$ cat src/adc_params.svh
// Register map, field positions, reset values and timing counts of the converter control
`ifndef ADC_PARAMS_SVH
`define ADC_PARAMS_SVH
// ==========================================
// Register byte offsets
`define OFF_CTRL_STATUS 12'h000
`define OFF_RESULT      12'h004
`define OFF_CLOCK_CFG   12'h008
// ==========================================
// Status and control fields
`define BIT_DONE        7
`define BIT_IRQ_EN      6
`define BIT_CONTINUOUS  5
`define CH_MSB          4
`define CH_POWER_OFF    5'h1F
`define CH_HIGH_REF     5'h1D
`define CH_LOW_REF      5'h1E
`define CH_LAST_EXT     5'h0E
// ==========================================
// Clock config fields
`define PRESCALE_MSB    7
`define PRESCALE_LSB    5
`define BIT_SOURCE      4
`define SOURCE_BUS      1'b1
`define SOURCE_EXT      1'b0
// ==========================================
// Timing
`define CONV_TICKS      5'h10
`define CONV_LAST       4'hF
`endif

$ cat src/adc_pkg.sv
// Types shared by the converter control block
package adc_pkg;
   // ==========================================
   // Software controls of a conversion
   typedef struct packed {
      logic       irq_en;
      logic       continuous;
      logic [4:0] channel;
   } ctrl_s;
   // ==========================================
   // Converter clock selection
   typedef struct packed {
      logic [2:0] prescale;
      logic       source;
   } clk_cfg_s;
   // ==========================================
   // Conversion sequencer states
   typedef enum logic {
      ST_IDLE,
      ST_CONVERT
   } conv_state_e;
endpackage

$ cat src/adc_channel_clock_control.sv
// Converter control: APB registers, clock prescaler and conversion sequencer
//
// How it works
// Continuous mode converts back to back, reloading result
// Single mode: one conversion per start, then stop
// Reset clears the continuous-conversion bit
// Five-bit channel select field in control register
// Codes 0..14 pick external channels ascending
// Codes 15..26 and 28 unused, 27 reserved
// Codes 29/30 route high/low reference nodes
// All-ones channel code powers converter off
// Reset sets channel select to all ones
// Software waits one conversion after power-up
// Eight-bit result reloaded on every completion
// Prescaler divides by 1, 2, 4, 8, 16
// Software targets about 1 MHz converter clock
// Source bit: 1 bus clock, 0 external
// Reset selects external reference clock
// External clock only if at least 1 MHz
// Software keeps clock settings stable while converting
// Write starts conversion; done after 16-17 ticks
// Done flag set on completion, cleared by access; while irq_en is set, status bit 7 reads the written bit 7 instead
// Interrupt request at end when enabled
// Continuous results overwrite unread earlier results
// Powered-off code: no start, no update
`timescale 1ns/1ps
`include "adc_params.svh"

module adc_channel_clock_control (
   input  wire logic        pclk,
   input  wire logic        presetn,
   input  wire logic        psel,
   input  wire logic        penable,
   input  wire logic        pwrite,
   input  wire logic [11:0] paddr,
   input  wire logic [31:0] pwdata,
   input  wire logic [3:0]  pstrb,
   output logic      [31:0] prdata,
   output logic             pready,
   output logic             pslverr,
   input  wire logic        external_ref_clock,
   input  wire logic [7:0]  sar_result,
   output logic      [4:0]  channel_select,
   output logic             converter_power_on,
   output logic             sample_start,
   output logic             converter_tick,
   output logic             conversion_irq
);

   // ==========================================
   // Register bus decode
   logic access;
   logic wr_ctrl;
   logic wr_cfg;
   logic rd_result;
   logic mapped;

   // Zero-wait slave; writes, clears and errors act only in the access phase
   assign access    = psel & penable;
   assign mapped    = (paddr == `OFF_CTRL_STATUS) | (paddr == `OFF_RESULT)
                    | (paddr == `OFF_CLOCK_CFG);
   assign wr_ctrl   = access & pwrite & pstrb[0] & (paddr == `OFF_CTRL_STATUS);
   assign wr_cfg    = access & pwrite & pstrb[0] & (paddr == `OFF_CLOCK_CFG);
   assign rd_result = access & ~pwrite & (paddr == `OFF_RESULT);
   assign pready    = 1'b1;
   assign pslverr   = access & ~mapped;

   // ==========================================
   // Register state
   adc_pkg::ctrl_s         ctrl_ff;
   adc_pkg::ctrl_s         nxt_ctrl;
   adc_pkg::clk_cfg_s      cfg_ff;
   adc_pkg::clk_cfg_s      nxt_cfg;
   adc_pkg::conv_state_e   state_ff;
   adc_pkg::conv_state_e   nxt_state;
   logic                   done_ff;
   logic                   nxt_done;
   logic                   conversion_done_flag_wr_ff;
   logic                   nxt_conversion_done_flag_wr;
   logic [7:0]             result_ff;
   logic [7:0]             nxt_result;
   logic [3:0]             pre_cnt_ff;
   logic [3:0]             nxt_pre_cnt;
   logic [3:0]             tick_cnt_ff;
   logic [3:0]             nxt_tick_cnt;
   logic                   start_ff;
   logic                   nxt_start;
   logic [31:0]            rdata_ff;
   logic [31:0]            nxt_rdata;
   logic                   ext_s1_ff;
   logic                   ext_s2_ff;
   logic                   ext_s3_ff;

   // ==========================================
   // External reference clock: two-stage sync, then edge
   always_ff @(posedge pclk or negedge presetn) begin
      if (!presetn) begin
         ext_s1_ff <= 1'b0;
         ext_s2_ff <= 1'b0;
         ext_s3_ff <= 1'b0;
      end else begin
         ext_s1_ff <= external_ref_clock;
         ext_s2_ff <= ext_s1_ff;
         ext_s3_ff <= ext_s2_ff;
      end
   end

   // ==========================================
   // Prescaler
   logic       in_tick;
   logic [3:0] pre_limit;
   logic       adc_tick;
   logic       powered_off;
   logic       done_evt;

   // Input clock edge from the chosen source
   assign in_tick = (cfg_ff.source == `SOURCE_BUS) ? 1'b1
                  : (ext_s2_ff & ~ext_s3_ff);

   // Divide ratio: top bit set means divide by 16
   always_comb begin
      case (cfg_ff.prescale)
         3'h0:    pre_limit = 4'h0;
         3'h1:    pre_limit = 4'h1;
         3'h2:    pre_limit = 4'h3;
         3'h3:    pre_limit = 4'h7;
         default: pre_limit = 4'hF;
      endcase
   end

   assign adc_tick       = in_tick & (pre_cnt_ff >= pre_limit);
   assign converter_tick = adc_tick & ~powered_off;
   assign powered_off    = (ctrl_ff.channel == `CH_POWER_OFF);

   // Count input edges up to the divide limit
   always_comb begin
      nxt_pre_cnt = pre_cnt_ff;
      if (powered_off) begin
         nxt_pre_cnt = 4'h0;
      end else if (in_tick) begin
         nxt_pre_cnt = adc_tick ? 4'h0 : pre_cnt_ff + 4'h1;
      end
   end

   // ==========================================
   // Conversion sequencer
   assign done_evt = (state_ff == adc_pkg::ST_CONVERT) & adc_tick
                   & (tick_cnt_ff == `CONV_LAST);

   // Start on control write, restart in continuous mode
   always_comb begin
      nxt_state    = state_ff;
      nxt_tick_cnt = tick_cnt_ff;
      nxt_start    = 1'b0;
      case (state_ff)
         adc_pkg::ST_IDLE: begin
            if (wr_ctrl && pwdata[`CH_MSB:0] != `CH_POWER_OFF) begin
               nxt_state    = adc_pkg::ST_CONVERT;
               nxt_tick_cnt = 4'h0;
               nxt_start    = 1'b1;
            end
         end
         adc_pkg::ST_CONVERT: begin
            if (wr_ctrl) begin
               // A fresh write restarts or powers down
               nxt_tick_cnt = 4'h0;
               if (pwdata[`CH_MSB:0] == `CH_POWER_OFF) begin
                  nxt_state = adc_pkg::ST_IDLE;
               end else begin
                  nxt_start = 1'b1;
               end
            end else if (done_evt) begin
               nxt_tick_cnt = 4'h0;
               if (ctrl_ff.continuous) begin
                  nxt_start = 1'b1;
               end else begin
                  nxt_state = adc_pkg::ST_IDLE;
               end
            end else if (adc_tick) begin
               nxt_tick_cnt = tick_cnt_ff + 4'h1;
            end
         end
         default: begin
            nxt_state = adc_pkg::ST_IDLE;
         end
      endcase
   end

   // ==========================================
   // Control, config, result and flag next values
   always_comb begin
      nxt_ctrl    = ctrl_ff;
      nxt_cfg     = cfg_ff;
      nxt_result  = result_ff;
      nxt_conversion_done_flag_wr = conversion_done_flag_wr_ff;
      if (wr_ctrl) begin
         nxt_ctrl.irq_en     = pwdata[`BIT_IRQ_EN];
         nxt_ctrl.continuous = pwdata[`BIT_CONTINUOUS];
         nxt_ctrl.channel    = pwdata[`CH_MSB:0];
         nxt_conversion_done_flag_wr         = pwdata[`BIT_DONE] & pwdata[`BIT_IRQ_EN];
      end
      if (wr_cfg) begin
         nxt_cfg.prescale = pwdata[`PRESCALE_MSB:`PRESCALE_LSB];
         nxt_cfg.source   = pwdata[`BIT_SOURCE];
      end
      if (done_evt) begin
         nxt_result = sar_result; // see
      end
      // Completion wins over a clearing access in the same cycle
      nxt_done = done_evt | (done_ff & ~(wr_ctrl | rd_result)); // see
   end

   // Read data mux, registered in the setup cycle of a read
   always_comb begin
      nxt_rdata = 32'h0000_0000;
      if (psel && !penable && !pwrite) begin
         case (paddr)
            `OFF_CTRL_STATUS: nxt_rdata = {24'h00_0000,
                                           ctrl_ff.irq_en ? conversion_done_flag_wr_ff : done_ff,
                                           ctrl_ff.irq_en, ctrl_ff.continuous,
                                           ctrl_ff.channel};
            `OFF_RESULT:      nxt_rdata = {24'h00_0000, result_ff};
            `OFF_CLOCK_CFG:   nxt_rdata = {24'h00_0000, cfg_ff.prescale,
                                           cfg_ff.source, 4'h0};
            default:          nxt_rdata = 32'h0000_0000;
         endcase
      end
   end

   // ==========================================
   // State registers
   always_ff @(posedge pclk or negedge presetn) begin
      if (!presetn) begin
         ctrl_ff     <= '{irq_en: 1'b0, continuous: 1'b0,
                          channel: `CH_POWER_OFF};
         cfg_ff      <= '{prescale: 3'h0, source: `SOURCE_EXT};
         state_ff    <= adc_pkg::ST_IDLE;
         done_ff     <= 1'b0;
         conversion_done_flag_wr_ff  <= 1'b0;
         result_ff   <= 8'h00;
         pre_cnt_ff  <= 4'h0;
         tick_cnt_ff <= 4'h0;
         start_ff    <= 1'b0;
         rdata_ff    <= 32'h0000_0000;
      end else begin
         ctrl_ff     <= nxt_ctrl;
         cfg_ff      <= nxt_cfg;
         state_ff    <= nxt_state;
         done_ff     <= nxt_done;
         conversion_done_flag_wr_ff  <= nxt_conversion_done_flag_wr;
         result_ff   <= nxt_result;
         pre_cnt_ff  <= nxt_pre_cnt;
         tick_cnt_ff <= nxt_tick_cnt;
         start_ff    <= nxt_start;
         rdata_ff    <= nxt_rdata;
      end
   end

   // ==========================================
   // Outputs toward the analog side and the CPU
   assign prdata             = rdata_ff;
   assign channel_select     = ctrl_ff.channel; // see see
   assign converter_power_on = ~powered_off;
   assign sample_start       = start_ff;
   assign conversion_irq     = ctrl_ff.irq_en & done_ff;

   // Bus cycles since the last start pulse; a clock change marks the count stale
   logic [4:0] conv_age_ff;
   logic [4:0] nxt_conv_age;
   always_comb begin
      nxt_conv_age = conv_age_ff;
      if (start_ff) begin
         nxt_conv_age = 5'h01;
      end else if (wr_cfg) begin
         nxt_conv_age = 5'h1F;
      end else if (conv_age_ff != 5'h1F) begin
         nxt_conv_age = conv_age_ff + 5'h01;
      end
   end
   always_ff @(posedge pclk or negedge presetn) begin
      if (!presetn) begin
         conv_age_ff <= 5'h1F;
      end else begin
         conv_age_ff <= nxt_conv_age;
      end
   end
endmodule

$ cat config.mk
export PLATFORM = sky130hd
export DESIGN_NAME = adc_channel_clock_control
export DESIGN_NICKNAME = d
export VERILOG_FILES = /design/src/adc_pkg.sv /design/src/adc_channel_clock_control.sv
export VERILOG_INCLUDE_DIRS = /design/src
export SDC_FILE = /design/constraint.sdc
export NUM_CORES = 1
export LEC_CHECK = 0
export BUFFER_PORTS_ARGS = -buffer_cell sky130_fd_sc_hd__buf_2
export CAP_MARGIN = 15
export CORE_UTILIZATION = 40
export DETAILED_ROUTE_END_ITERATION = 7
export PLACE_DENSITY = 0.8
export SLEW_MARGIN = 10
export SYNTH_ARGS = -nofsm -noshare
export SYNTH_HDL_FRONTEND = slang
export SYNTH_SLANG_ARGS = --single-unit
$ cat constraint.sdc
create_clock -name pclk -period 8.5 [get_ports pclk]
set_input_delay 1.275 -clock pclk [delete_from_list [all_inputs] [get_ports pclk]]
set_output_delay 1.275 -clock pclk [all_outputs]
set_load 0.005 [all_outputs]
==> impl_metrics.env <==
export IMPL_status="finished clean"
export IMPL_synth_ff_type="dfrtp_1"
export IMPL_min_delay_start="ext_s1_ff"
export IMPL_ys_ff_latch=42
export IMPL_synth_top_area_cell="dfrtp_1"
export IMPL_fin_skew_ns=0.00344
export IMPL_drt_first_iter_violations=122
export IMPL_fill_cells=498
export IMPL_finalNetCount=343
export IMPL_final_util=0.485
export IMPL_post_cts_buffers=0
export IMPL_slew_headroom=0.398
export IMPL_drcViolationCount=0
export IMPL_power_frac_comb=0.143
export IMPL_post_route_min_period_ns=4.21
export IMPL_pin_count=105
export IMPL_antenna_cells=0
export IMPL_fin_area_sq_um=2540
export IMPL_finalCritPeriodShare=0.495
export IMPL_clock_power_share=0.322
export IMPL_cap_violations=0
export IMPL_track_usage=0.170
export IMPL_whs_ns=0.353
export IMPL_grt_util_met3=0.0548
export IMPL_overflow=0
export IMPL_gp_congestion=0.867
export IMPL_powerDensity_nw_per_um2=159
export IMPL_worstPathArrival_ns=2.94
export IMPL_switching_share=0.263
export IMPL_wl_per_cell_um=13.3
export IMPL_worstPathRequired_ns=7.22
export IMPL_worst_slack_ns=4.29
export IMPL_async_flop_share=1.00
export IMPL_numCtsBuffers=5
export IMPL_seq_area_frac_synth=0.472
export IMPL_crit_fanout=6
export IMPL_startpoint="paddr[1]"
export IMPL_synth_edf_count=0
export IMPL_p_leak_nw=1.31
export IMPL_grt_setup_unrepaired="false"
export IMPL_setup_worst_path_start_class="input port"
export IMPL_dieArea_sq_um=5910
export IMPL_cts_tree="built"
export IMPL_multiInputGateArea_sq_um=1000
export IMPL_min_path_type="reg -> reg"
export IMPL_yosys_top_cells_area="dfrtp_1 41%, buf_4 10%, dfstp_2 5.9%"
export IMPL_grt_first_pass_wirelength_mm=7.73
export IMPL_area_delta_synth_final_pct=13.5
export IMPL_antenna_left=0
export IMPL_rows=26
export IMPL_setup_tns_ns=0
export IMPL_root_buffer="clkbuf_8"
export IMPL_use_met2=0.272
export IMPL_dp_hpwl_mm=3.46
export IMPL_p_int_w=0.000299
export IMPL_setup_viol=0
export IMPL_p_sw_w=0.000107
export IMPL_dr_pass1_iters=4
export IMPL_synth_area_sq_um=2240
export IMPL_core_sq_um=5240
export IMPL_ff_latch_area_sq_um=1060
export IMPL_cts_resized=0
export IMPL_clkTransAtPathRegs_ns=0.07
export IMPL_place_ws_ns=4.30
export IMPL_initial_utilization=0.428
export IMPL_yosysWarningCount=0
export IMPL_die_w_um=76.9
export IMPL_die_h_um=76.9
export IMPL_grt_pass1_vias=1688
export IMPL_clock_latency_ns=0.29
export IMPL_use_met1=0.217
export IMPL_finalHoldViolCount=0
export IMPL_ir_drop_mv=0.0774
export IMPL_seq_power_share=0.535
export IMPL_wirelength_mm=4.61
export IMPL_slew_viol_final=0
export IMPL_crit_type="in -> out"
export IMPL_ctsHtreeMaxLevel=2
export IMPL_worst_pin_slew_ns=0.903
export IMPL_cts_hold_buf=0
export IMPL_synth_top_area_share=0.413
export IMPL_grt_max_degree=43
export IMPL_via_per_inst=4.96
export IMPL_synth_cells=226
export IMPL_cts_buffer_depth=2
export IMPL_fmax_mhz=237
export IMPL_synth_cell_types=41
export IMPL_io_buffer_count=52
export IMPL_antenna_found_initial=0
export IMPL_syn_area_per_cell_sq_um=9.92
export IMPL_num_vias=1715
export IMPL_clock_sinks=42
export IMPL_top_usage_layer="met2"
export IMPL_reg2reg_from="cfg_ff[3]"
export IMPL_place_area_sq_um=2450
export IMPL_setup_worst_path_end_class="primary output"
export IMPL_drive_gt1_frac=0.297
-- layer usage --
metal	vias to the layer above	wire length, um
met1	827	2010
li1	820	-
met4	0	61
met5	-	0
met3	7	272
met2	61	2260
-- final timing paths --
path | end | depth (start not counted) | slack (ns)
hold / removal | ext_s2_ff | 0 | 0.35
min in group asynchronous | prdata[5] | 1 | 1.11
hold reg to reg | ext_s2_ff | 0 | 0.35
setup reg to reg | pre_cnt_ff[3] | 7 | 5.35
setup / recovery | pslverr | 6 | 4.29
max in group asynchronous | prdata[0] | 1 | 6.83
-- power by group through the flow --
stage	Clock [W]	Combinational (W)	Sequential (W)
2_1_floorplan	0	0.0000445	0.000218
3_3_place_gp	0	0.0000550	0.000220
3_5_place_dp	0	0.0000578	0.000220
4_1_cts	0.000133	0.0000584	0.000217
5_1_grt	0.000144	0.0000668	0.000218
6_report	0.000131	0.0000578	0.000217
-- flip-flops by register name (all words and copies together), names as in the netlist, 2 cells and up --
register        count
prdata              8
result_ff           8
channel_select      5
pre_cnt_ff          4
cfg_ff              4
ctrl_ff             2
tick_cnt_ff         4
-- stage by stage --
stage | total power, W | std cells
after floorplan | 0.000262 | 249
after global placement | 0.000275 | 338
after detailed placement | 0.000278 | 338
after CTS | 0.000409 | 346
after global routing | 0.000429 | 346
final | 0.000406 | 346
-- critical path, stage by stage --
cell	delay (ns)
buf_2	0.09
or4_1	0.56
or4_4	0.55
nand2b_1	0.17
and3_1	0.17
buf_2	0.12
-- synthesized netlist by cell type (4+ instances only) --
| cell type | n |
|---|---|
| dfrtp_1 | 37 |
| nand2_1 | 33 |
| buf_4 | 30 |
| nor2_1 | 16 |
| mux2_2 | 11 |
| nand3_1 | 9 |
| a21oi_1 | 8 |
| mux2i_1 | 8 |
| inv_1 | 7 |
| ha_1 | 6 |
| dfstp_2 | 5 |
| nand4_1 | 4 |
| nor2b_1 | 4 |
| nor3_1 | 4 |
| or4_1 | 4 |
-- area by class of cell --
cell class	count	area share
clock buffers	7	0.0340
inverters	7	0.0103
flip-flops and latches	42	0.416
clock inverters	1	0.00197
repair buffers	54	0.108
multi-input cells	165	0.395
well taps	70	0.0344
-- logic make-up (layout without fill, tap and decap cells) --
logic type | Yosys count | in the layout | share of synthesized area
other cells | 2 | 25 | 0.00335
fa+ha+maj | 6 | 6 | 0.0335
mux | 20 | 20 | 0.0960
compound gates | 19 | 19 | 0.0536
xor+xnor | 2 | 2 | 0.00782
flops | 42 | 42 | 0.472
simple gates | 93 | 93 | 0.213
buf+inv | 42 | 69 | 0.121
-- cells in the final DEF (no fill, tap or decap), drive strengths merged --
master   synthesis  final
xnor2            2      2
nand3b           1      1
mux2            12     12
clkinv           0      1
buf             32     54
a31o             1      1
dfrtp           37     37
a2bb2oi          1      1
nand4b           2      2
a21oi            9      9
inv              7      7
nand2b           3      3
nand2           33     33
conb             2     25
nor2b            4      4
clkbuf           3      7
a2111oi          1      1
o21ai            3      3
mux2i            8      8
dfstp            5      5
or3              3      3
nor3             4      4
a211o            1      1
or4              6      6
and2             1      1
nor4             2      2
o211ai           1      1
nor4b            2      2
nor2            16     16
nand3            9      9
nor3b            1      1
o21a             1      1
ha               6      6
a31oi            1      1
and3             2      2
nand4            4      4
Note: power is estimated with default switching activity, not from simulation.
